$ cat src/verilog/lbps_pkg.sv
package lbps_pkg;
  // ------------------------------------------------------------
  // clock and time base
  // ------------------------------------------------------------
  localparam int CLK_PERIOD_NS = 4;               // 250 MHz core clock
  localparam int CLK_PER_US = 1000 / CLK_PERIOD_NS;
  localparam int LOW_IDLE_US = 200;               // low time back to idle
  localparam int ARM_HIGH_US = 200;               // one-shot arming high time
  localparam int INIT_PULSE_MS = 1700;            // initial pulse window
  localparam int ON_UNIT_US = 106600;             // on-time unit 106.6 ms
  localparam int OFF_UNIT_US = 320000;            // off-time unit 320 ms
  localparam int PWM_PERIOD_US = 3333;            // brightness pwm period
  // derived cycle counts (all exact at 4 ns)
  localparam int LOW_IDLE_CYC = LOW_IDLE_US * CLK_PER_US;
  localparam int ARM_HIGH_CYC = ARM_HIGH_US * CLK_PER_US;
  localparam int INIT_PULSE_CYC = INIT_PULSE_MS * 1000 * CLK_PER_US;
  localparam int ON_UNIT_CYC = ON_UNIT_US * CLK_PER_US;
  localparam int OFF_UNIT_CYC = OFF_UNIT_US * CLK_PER_US;
  localparam logic [11:0] PWM_LAST_US = 12'(PWM_PERIOD_US - 1);

  // ------------------------------------------------------------
  // register offsets, resets and fields
  // ------------------------------------------------------------
  localparam logic [2:0] REG_RAMP1 = 3'h0;        // first_ramp_rate
  localparam logic [2:0] REG_FIRST_PULSE = 3'h1;       // first_pulse
  localparam logic [2:0] REG_RAMP2 = 3'h2;        // second_ramp_rate
  localparam logic [2:0] REG_SECOND_PULSE = 3'h3;       // second_pulse
  localparam logic [2:0] REG_CTRL = 3'h4;         // control
  localparam logic [2:0] REG_STATUS = 3'h5;       // read-only status
  localparam logic [7:0] RAMP1_RST = 8'h55;
  localparam logic [7:0] FIRST_PULSE_RST = 8'h55;
  localparam logic [7:0] RAMP2_RST = 8'h55;
  localparam logic [7:0] SECOND_PULSE_RST = 8'h00;
  localparam logic [7:0] CTRL_RST = 8'h00;
  localparam logic [7:0] CTRL_WMASK = 8'hc7;      // bits 5:3 reserved
  localparam int HI_NIB = 4;                      // rise rate / on count
  localparam int ISEL_LSB = 6;                    // full_scale_current_select
  localparam int SLOW_BIT = 2;
  localparam logic [4:0] STEP_MAX = 5'h1f;
  localparam logic [4:0] STEP_REDUCED_LIM = 5'h08;

  // brightness table, on-time per step in microseconds
  localparam logic [11:0] BRIGHT_ON_US [32] = '{
    12'h000, 12'h00d, 12'h041, 12'h09c, 12'h12b, 12'h1e2, 12'h2cc, 12'h3f8,
    12'h0a9, 12'h0dd, 12'h111, 12'h153, 12'h1a1, 12'h1ef, 12'h24a, 12'h2a5,
    12'h30d, 12'h375, 12'h3eb, 12'h46d, 12'h4fc, 12'h58b, 12'h61b, 12'h6c4,
    12'h76d, 12'h816, 12'h8da, 12'h99d, 12'ha6d, 12'hb3e, 12'hc1b, 12'hd05};

  // ------------------------------------------------------------
  // types
  // ------------------------------------------------------------
  typedef enum logic [1:0] {
    MODE_DEFAULT = 2'b00, MODE_MIRROR = 2'b01,
    MODE_REPEAT = 2'b10, MODE_ONESHOT = 2'b11} lbps_mode_t;
  typedef enum logic [2:0] {
    S_IDLE = 3'b000, S_ARM = 3'b001, S_RISE = 3'b010, S_ON = 3'b011,
    S_FALL = 3'b100, S_OFF = 3'b101, S_WAIT = 3'b110,
    S_MIRROR = 3'b111} lbps_state_t;
  typedef struct packed {
    logic wr;
    logic rd;
    logic [2:0] addr;
    logic [7:0] wdata;
  } lbps_bus_t;
  typedef struct packed {
    logic [11:0] data;
  } lbps_rom_t;
endpackage

$ cat src/verilog/lbps_rom.sv
`timescale 1ns/10ps
module lbps_rom (
  // clock and reset
  input wire logic CLK,
  input wire logic NRST,
  // lookup
  input wire logic [4:0] ADDR,
  output logic [11:0] DATA
);
  import lbps_pkg::*;

  lbps_rom_t st; // registered read data
  lbps_rom_t next_st; // next read data

  // --------------------------------------------
  // table lookup, one cycle of latency
  // --------------------------------------------
  always_comb begin
    next_st = st;
    next_st.data = BRIGHT_ON_US[ADDR];
  end

  // register stage
  always_ff @(posedge CLK or negedge NRST) begin
    if (!NRST) begin
      st <= '0;
    end else begin
      st <= next_st;
    end
  end

  assign DATA = st.data;
endmodule

$ cat src/verilog/lbps_top.sv
// Added by the designer: the address-and-strobe port and the placing of the registers.
`timescale 1ns/10ps
// Summary of operation
// - idle, led off, until command rising edge
// - default mode short command: one pulse only
// - command held past 1.7 s: repeating pattern
// - command low over 200 us returns idle, except in mirror mode, during a one-shot pattern and during the initial pulse
// - mode bits override default command behaviour
// - repeat mode loops first and second pulse while high
// - pattern starts first pulse; empty second skipped
// - reset values give default first pulse
// - ramps step table; rate per pulse
// - mirror mode: led equals command level
// - mode bits decode default, mirror, repeat, one-shot
// - one-shot arms after 200 us high
// - one-shot ignores command during pulse
// - one-shot replays while command still high
// - pwm period 3333 us, log table
// - steps below 8 run reduced current
// - control bits 7:6 select full-scale current
// - first rising edge samples current resistor presence
// - registers default to pattern, host rewrites
// - ramp 31 steps times rate; zero jumps
// - on/off time units scaled by slow bit
// - zero on-time falls at once; second disabled
module lbps_top #(
  parameter logic [31:0] LOW_IDLE_CYC_P = 32'(lbps_pkg::LOW_IDLE_CYC),
  parameter logic [31:0] ARM_HIGH_CYC_P = 32'(lbps_pkg::ARM_HIGH_CYC),
  parameter logic [31:0] INIT_PULSE_CYC_P = 32'(lbps_pkg::INIT_PULSE_CYC),
  parameter logic [31:0] ON_UNIT_CYC_P = 32'(lbps_pkg::ON_UNIT_CYC),
  parameter logic [31:0] OFF_UNIT_CYC_P = 32'(lbps_pkg::OFF_UNIT_CYC),
  parameter logic [11:0] PWM_TICK_CYC_P = 12'(lbps_pkg::CLK_PER_US)
) (
  // clock and reset
  input wire logic CLK,
  input wire logic NRST,
  // pins
  input wire logic CMD_IN,
  input wire logic CURRENT_SET_RESISTOR_PRESENT,
  // register port
  input wire lbps_pkg::lbps_bus_t REG_BUS,
  output logic [7:0] REG_RDATA,
  // led drive
  output logic LED_DRIVE_OUTPUT,
  output logic CURRENT_REDUCED,
  output logic [1:0] FULL_SCALE_CURRENT_SELECT,
  output logic USE_INTERNAL_REF
);
  import lbps_pkg::*;

  // ------------------------------------------------------------
  // module state, one packed struct
  // ------------------------------------------------------------
  typedef struct packed {
    logic [7:0] ramp1;       // rise/fall rate, first pulse
    logic [7:0] first_pulse;      // on/off counts, first pulse
    logic [7:0] ramp2;       // rise/fall rate, second pulse
    logic [7:0] second_pulse;      // on/off counts, second pulse
    logic [7:0] ctrl;        // current select, slow, mode
    logic [7:0] rdata;       // read data, one cycle after strobe
    logic cmd_meta;          // synchroniser stage one
    logic cmd_sync;          // synchronised command level
    logic cmd_prev;          // for edge detection
    logic current_set_resistor_meta;
    logic current_set_resistor_sync;
    logic first_seen;        // first rising edge already taken
    logic internal_ref;
    lbps_state_t state;
    logic sel2;              // playing the second pulse
    logic init;              // initial pulse of default mode
    logic oneshot;           // pattern started in one-shot mode
    logic [4:0] step;        // brightness step
    logic [3:0] rate_cnt;    // periods spent on this step
    logic [31:0] tmr;        // cycles within a time unit
    logic [4:0] units;       // elapsed time units
    logic [31:0] hi_cnt;     // cycles command high, saturating
    logic [31:0] low_cnt;    // cycles command low, saturating
    logic [11:0] pre_cnt;    // microsecond prescaler
    logic [11:0] us_cnt;     // position in pwm period
    logic led;
    logic reduced;
  } lbps_core_t;

  lbps_core_t st; // current state
  lbps_core_t next_st; // next state
  logic [11:0] on_us; // on-time of the current step
  logic tick; // one microsecond elapsed
  logic period_end; // last tick of a pwm period
  logic rise; // command rising edge
  logic low_long; // command low past the idle limit
  logic hi_done; // command high for the initial window
  logic pulse_act; // ramping or holding
  lbps_mode_t mode;
  logic [7:0] rate; // ramp register of active pulse
  logic [7:0] cnt; // pulse register of active pulse
  logic [3:0] rise_n;
  logic [3:0] fall_n;
  logic [4:0] on_total; // on units incl. slow scaling
  logic [4:0] off_total;
  logic p2_en; // second pulse has both times

  // table addressed by the coming step so its data lines up with st.step
  lbps_rom u_rom (
    .CLK(CLK),
    .NRST(NRST),
    .ADDR(next_st.step),
    .DATA(on_us)
  );

  // ------------------------------------------------------------
  // next-state logic
  // ------------------------------------------------------------
  always_comb begin
    next_st = st;
    mode = lbps_mode_t'(st.ctrl[1:0]);
    rate = st.sel2 ? st.ramp2 : st.ramp1;
    cnt = st.sel2 ? st.second_pulse : st.first_pulse;
    rise_n = rate[HI_NIB +: 4];
    fall_n = rate[3:0];
    // slow bit doubles the unit count
    on_total = st.ctrl[SLOW_BIT] ? {cnt[HI_NIB +: 4], 1'b0} : {1'b0, cnt[HI_NIB +: 4]};
    off_total = st.ctrl[SLOW_BIT] ? {cnt[3:0], 1'b0} : {1'b0, cnt[3:0]};
    p2_en = (st.second_pulse[HI_NIB +: 4] != 4'h0) && (st.second_pulse[3:0] != 4'h0);
    rise = st.cmd_sync && !st.cmd_prev;
    low_long = (st.low_cnt == LOW_IDLE_CYC_P);
    hi_done = (st.hi_cnt == INIT_PULSE_CYC_P);
    pulse_act = (st.state == S_RISE) || (st.state == S_ON) || (st.state == S_FALL);

    // synchronisers, two stages each
    next_st.cmd_meta = CMD_IN;
    next_st.cmd_sync = st.cmd_meta;
    next_st.cmd_prev = st.cmd_sync;
    next_st.current_set_resistor_meta = CURRENT_SET_RESISTOR_PRESENT;
    next_st.current_set_resistor_sync = st.current_set_resistor_meta;

    // register writes; reserved control bits stay zero
    if (REG_BUS.wr) begin
      case (REG_BUS.addr)
        REG_RAMP1: next_st.ramp1 = REG_BUS.wdata;
        REG_FIRST_PULSE: next_st.first_pulse = REG_BUS.wdata;
        REG_RAMP2: next_st.ramp2 = REG_BUS.wdata;
        REG_SECOND_PULSE: next_st.second_pulse = REG_BUS.wdata;
        REG_CTRL: next_st.ctrl = REG_BUS.wdata & CTRL_WMASK;
        default: next_st.ctrl = st.ctrl; // read-only or unmapped
      endcase
    end
    // register reads, unmapped reads zero
    next_st.rdata = 8'h00;
    if (REG_BUS.rd) begin
      case (REG_BUS.addr)
        REG_RAMP1: next_st.rdata = st.ramp1;
        REG_FIRST_PULSE: next_st.rdata = st.first_pulse;
        REG_RAMP2: next_st.rdata = st.ramp2;
        REG_SECOND_PULSE: next_st.rdata = st.second_pulse;
        REG_CTRL: next_st.rdata = st.ctrl;
        REG_STATUS: next_st.rdata = {st.internal_ref, st.led, st.state != S_IDLE, st.step};
        default: next_st.rdata = 8'h00;
      endcase
    end

    // --------------------------------------------
    // pwm time base: microsecond ticks, 3333 per period
    // --------------------------------------------
    tick = (st.pre_cnt == PWM_TICK_CYC_P - 12'h001);
    period_end = tick && (st.us_cnt == PWM_LAST_US);
    next_st.pre_cnt = tick ? 12'h000 : st.pre_cnt + 12'h001;
    if (tick) begin
      next_st.us_cnt = period_end ? 12'h000 : st.us_cnt + 12'h001;
    end

    // high and low duration counters, saturating
    if (st.cmd_sync) begin
      next_st.low_cnt = 32'h0;
      if (!hi_done) next_st.hi_cnt = st.hi_cnt + 32'h1;
    end else begin
      next_st.hi_cnt = 32'h0;
      if (!low_long) next_st.low_cnt = st.low_cnt + 32'h1;
    end

    // resistor presence caught once, on the first rising edge
    if (rise && !st.first_seen) begin
      next_st.first_seen = 1'b1;
      next_st.internal_ref = !st.current_set_resistor_sync;
    end

    // --------------------------------------------
    // sequencer
    // --------------------------------------------
    case (st.state)
      S_IDLE: begin
        next_st.step = 5'h00;
        next_st.sel2 = 1'b0;
        next_st.init = 1'b0;
        next_st.oneshot = 1'b0;
        next_st.rate_cnt = 4'h0;
        if (rise) begin
          case (mode)
            MODE_DEFAULT: begin
              next_st.init = 1'b1;
              next_st.state = S_RISE;
            end
            MODE_MIRROR: next_st.state = S_MIRROR;
            MODE_REPEAT: next_st.state = S_RISE;
            MODE_ONESHOT: next_st.state = S_ARM;
            default: next_st.state = S_IDLE;
          endcase
        end
      end
      S_MIRROR: begin
        // leaves only when software picks another mode
        if (mode != MODE_MIRROR) next_st.state = S_IDLE;
      end
      S_ARM: begin
        // a glitch shorter than the arming time never starts a pulse
        if (!st.cmd_sync) begin
          next_st.state = S_IDLE;
        end else if (st.hi_cnt >= ARM_HIGH_CYC_P) begin
          next_st.oneshot = 1'b1;
          next_st.state = S_RISE;
        end
      end
      S_RISE: begin
        next_st.tmr = 32'h0;
        next_st.units = 5'h00;
        if (rise_n == 4'h0) begin
          next_st.step = STEP_MAX;
          next_st.state = S_ON;
        end else if (period_end) begin
          if (st.rate_cnt == rise_n - 4'h1) begin
            next_st.rate_cnt = 4'h0;
            next_st.step = st.step + 5'h01;
            if (st.step == STEP_MAX - 5'h01) next_st.state = S_ON;
          end else begin
            next_st.rate_cnt = st.rate_cnt + 4'h1;
          end
        end
      end
      S_ON: begin
        // zero on count falls straight away
        if (st.units == on_total) begin
          next_st.rate_cnt = 4'h0;
          next_st.state = S_FALL;
        end else if (st.tmr == ON_UNIT_CYC_P - 32'h1) begin
          next_st.tmr = 32'h0;
          next_st.units = st.units + 5'h01;
        end else begin
          next_st.tmr = st.tmr + 32'h1;
        end
      end
      S_FALL: begin
        next_st.tmr = 32'h0;
        next_st.units = 5'h00;
        if (fall_n == 4'h0 || (period_end && st.step == 5'h01 &&
            st.rate_cnt == fall_n - 4'h1)) begin
          next_st.step = 5'h00;
          next_st.rate_cnt = 4'h0;
          next_st.state = st.init ? S_WAIT : S_OFF;
        end else if (period_end) begin
          if (st.rate_cnt == fall_n - 4'h1) begin
            next_st.rate_cnt = 4'h0;
            next_st.step = st.step - 5'h01;
          end else begin
            next_st.rate_cnt = st.rate_cnt + 4'h1;
          end
        end
      end
      S_OFF: begin
        if (st.units == off_total) begin
          next_st.tmr = 32'h0;
          next_st.units = 5'h00;
          if (st.oneshot) begin
            // replay only while the command is still high
            next_st.state = st.cmd_sync ? S_RISE : S_IDLE;
          end else begin
            next_st.sel2 = !st.sel2 && p2_en;
            next_st.state = S_RISE;
          end
        end else if (st.tmr == OFF_UNIT_CYC_P - 32'h1) begin
          next_st.tmr = 32'h0;
          next_st.units = st.units + 5'h01;
        end else begin
          next_st.tmr = st.tmr + 32'h1;
        end
      end
      S_WAIT: begin
        // initial pulse done; held command enters the pattern
        if (st.cmd_sync && hi_done) begin
          next_st.init = 1'b0;
          next_st.sel2 = 1'b0;
          next_st.state = S_RISE;
        end else if (low_long) begin
          next_st.state = S_IDLE;
        end
      end
      default: next_st.state = S_IDLE;
    endcase

    // pattern stops on a long low; one-shot and the initial pulse run out
    if (low_long && !st.init && !st.oneshot &&
        (pulse_act || st.state == S_OFF)) begin
      next_st.state = S_IDLE;
    end

    // --------------------------------------------
    // led drive and current range
    // --------------------------------------------
    if (st.state == S_MIRROR) begin
      next_st.led = st.cmd_sync;
    end else begin
      next_st.led = pulse_act && (st.us_cnt < on_us);
    end
    next_st.reduced = pulse_act && (st.step < STEP_REDUCED_LIM);
  end

  // ------------------------------------------------------------
  // state register
  // ------------------------------------------------------------
  always_ff @(posedge CLK or negedge NRST) begin
    if (!NRST) begin
      st <= '0;
      st.ramp1 <= RAMP1_RST;
      st.first_pulse <= FIRST_PULSE_RST;
      st.ramp2 <= RAMP2_RST;
      st.second_pulse <= SECOND_PULSE_RST;
      st.ctrl <= CTRL_RST;
      st.state <= S_IDLE;
    end else begin
      st <= next_st;
    end
  end

  // outputs
  assign REG_RDATA = st.rdata;
  assign LED_DRIVE_OUTPUT = st.led;
  assign CURRENT_REDUCED = st.reduced;
  assign FULL_SCALE_CURRENT_SELECT = st.ctrl[ISEL_LSB +: 2];
  assign USE_INTERNAL_REF = st.internal_ref;
endmodule
$ cat config.mk
export PLATFORM = sky130hd
export DESIGN_NAME = lbps_top
export DESIGN_NICKNAME = d
export VERILOG_FILES = /design/src/verilog/lbps_pkg.sv /design/src/verilog/lbps_rom.sv /design/src/verilog/lbps_top.sv
export SDC_FILE = /design/constraint.sdc
export NUM_CORES = 1
export LEC_CHECK = 0
export ABC_AREA = 1
export BUFFER_PORTS_ARGS = -buffer_cell sky130_fd_sc_hd__buf_4
export CORE_ASPECT_RATIO = 1.5
export CORE_MARGIN = 10
export CORE_UTILIZATION = 35
export DETAILED_ROUTE_END_ITERATION = 6
export PLACE_DENSITY = 0.51
export SLEW_MARGIN = 10
export SYNTH_ARGS = -nofsm -noshare
export SYNTH_HDL_FRONTEND = slang
export SYNTH_HIERARCHICAL = 1
export SYNTH_SLANG_ARGS = --single-unit
$ cat constraint.sdc
create_clock -name CLK -period 9 [get_ports CLK]
set_input_delay 1.8 -clock CLK [delete_from_list [all_inputs] [get_ports CLK]]
set_output_delay 1.8 -clock CLK [all_outputs]
set_load 0.1 [all_outputs]
==> results.txt <==
remaining antenna violation count: 0
crit path capture type: flop
CTS clock-pin slew for the worst setup and hold paths: 0.06 ns
setup_tns: 0 ns
Clock Sinks: 206
FMAX: 224 MHz
mapped cell area: 13500 um2
largest net degree at the start of global routing: 82
vias in the first global route: 12279
Hold WC Path Type: flop to flop
IO Port Bufs: 29
outcome: finished, final reports clean
Residual DRC: 0
synth warn: 6
Rows: 88
Die Area: 47000 um2
crit start category: flop
Seq/Total Area, Yosys: 38.3%
vias per cell: 5.05
core area: 38300 um2
# Post-CTS Setup Buffers: 0
Post-Synthesis Cells: 1951
cell taking the most area after synthesis: dfrtp_1
layout cells sized above 1: 7.29%
Die X: 180 um
Tot Pwr: 3520 uW
LEAKAGE: 0.00700 uW
Routed wire per std cell: 15.9 um
# diodes: 0
I/O pin cnt: 30
Final period util: 49.6%
Tmin final: 4.47 ns
RSZ-0062 raised after global routing: false
initial antenna violation count: 0
Mapped Avg Cell Area: 6.93 um2
CTS buffer count: 25
synth unique cells: 59
Detailed Route WL: 39.2 mm
CP max FO: 21
Worst-Skew Late Latency: 0.54 ns
Synth Net Count: 2009
count of pins over their slew limit: 0
H-tree Lvls: 1
Post-DP Area: 14100 um2
detailed-route via count: 12485
RD Place Congestion: 0.919
Setup Skew: 0.00868 ns
Final Hold Fails: 0
Total Nets Final: 2020
EDFF count, synth: 0
Arrival @ worst endpoint: 4.90 ns
total gr overflow: 0
Worst Hold Slack: 0.351 ns
TritonRoute pass-1 iters: 6
number of synthesized register bits: 206
Synth-to-Final Area Change: 10.5%
post-synth top area share: 35.9%
Initial Util: 35.3%
ys async rst share: 100%
Global Route Usage Sum: 16.3%
first-pass GRT wire length: 63.8 mm
Synth area leaders: dfrtp_1 (36%), nand2_1 (16%), inv_1 (6.9%)
Max Cap Viol: 0
Initial DRC Count: 760
critical path class: flop to flop
DIE HEIGHT: 261 um
Post-synth top flop: dfrtp_1
peak supply drop: 0.000190 V
CTS Hold Bufs: 0
CTS max path bufs: 3
CP required: 9.43 ns
# resized after CTS: 0
Pwr per Cell Area: 236 nW/um2
Least-Margin Pin Slew: 1.01 ns
Slew headroom: 32.3%
CTS tree: yes
Post-DP HPWL: 29.3 mm
clock root buffer: clkbuf_16
# setup viols final: 0
design area: 14900 um2
metal layers:
metal  wire [um]  track usage (%)  part of all wire, %
met1       15800             17.9                   40
met2       20800             31.0                   53
met3         994             1.61                  2.5
met4        1600             7.15                  4.1
met5           0                0                    0
Yosys cell counts, types with 6 or more instances:
cell type,count
nand2_1,571
inv_1,250
nor2_1,199
dfrtp_1,194
nand3_1,169
o21ai_0,123
a21oi_1,75
nor3_1,45
xor2_1,44
ha_1,41
nand4_1,27
buf_2,17
o21ai_1,16
buf_4,15
clkbuf_1,14
nor2_2,13
dfstp_2,12
nand2_2,11
inv_2,10
nor4_1,10
a211oi_1,8
nand3b_1,7
o22ai_1,7
nor2_4,6
o211ai_1,6
area by class of cell:
cell class / instances / area, um2
inverter: 267 / 1010
timing repair buffer: 35 / 270
clock buffer: 31 / 668
tap: 495 / 619
fill: 4097 / 23400
sequential: 206 / 5170
multi-input combinational: 1427 / 7040
clock inverter: 10 / 160
stage by stage:
step           setup slack [ns]  util, %  std cells
3_5_place_dp               4.61     36.8       2430
4_1_cts                    4.60     39.0       2471
6_report                   4.53     39.0       2471
3_3_place_gp               4.73     36.8       2430
5_1_grt                    4.11     39.0       2471
2_1_floorplan              5.68        -       1951
final timing paths:
kind / cells after the start / slack, ns / to / start
min in group asynchronous: 1 / 1.26 / st[75] / NRST
setup / recovery: 26 / 4.53 / u_rom/DATA[6] / st[138]
max in group asynchronous: 2 / 6.22 / st[186] / NRST
hold reg to reg: 0 / 0.35 / next_st[146] / next_st[147]
setup reg to reg: 26 / 4.53 / u_rom/DATA[6] / st[138]
hold / removal: 0 / 0.35 / next_st[146] / next_st[147]
flip-flops by register name, indices dropped and copies added (netlist names):
name,cells
next_st,3
u_rom/DATA,12
LED_DRIVE_OUTPUT,1
USE_INTERNAL_REF,1
st,176
CURRENT_REDUCED,1
REG_RDATA,8
FULL_SCALE_CURRENT_SELECT,2
mode,2
worst max-delay path, stage by stage, from the launching register on:
cell     delay [ns]
dfrtp_1        0.76
inv_2          0.30
nand2_1        0.17
nand2_1        0.12
ha_1           0.24
inv_1          0.05
nand2_1        0.04
nand2_1        0.09
inv_1          0.04
nand2_1        0.04
nand2_1        0.05
nor2_1         0.16
nand2_2        0.13
nor2_4         0.15
inv_1          0.07
o21ai_1        0.12
nand2_1        0.06
nand3_1        0.43
inv_1          0.27
ha_1           0.42
inv_1          0.05
nand2_1        0.17
nand2_1        0.11
inv_1          0.10
nand2_1        0.06
nand3_1        0.06
nand2_1        0.06
cells by family after synthesis:
family	Yosys count	share of synthesized area (%)
and+or+nand+nor	1081	34.8
buffers and inverters	318	9.69
AOI/OAI and AO/OA	259	10.5
DFF	206	38.3
xor gates and xnor gates	46	2.98
adders and majority gates	41	3.80
layout by cell type (no fill, tap or decap), types with 13 or more instances in the layout:
| cell type | n |
|---|---|
| xor2_1 | 44 |
| nand4_1 | 27 |
| dfrtp_1 | 194 |
| a21oi_1 | 75 |
| buf_4 | 34 |
| nor2_1 | 199 |
| nand2_1 | 571 |
| inv_1 | 250 |
| ha_1 | 41 |
| o21ai_1 | 16 |
| clkbuf_16 | 25 |
| nand3_1 | 169 |
| o21ai_0 | 123 |
| nor2_2 | 13 |
| nor3_1 | 45 |
power breakdown:
| group | switching (uW) | total, uW | internal, uW | leakage [uW] |
|---|---|---|---|---|
| Clock | 409 | 1050 | 637 | 0.000404 |
| Combinational | 956 | 1320 | 367 | 0.00386 |
| Sequential | 119 | 1150 | 1030 | 0.00273 |
No activity file was read; power rests on OpenSTA's default activity.
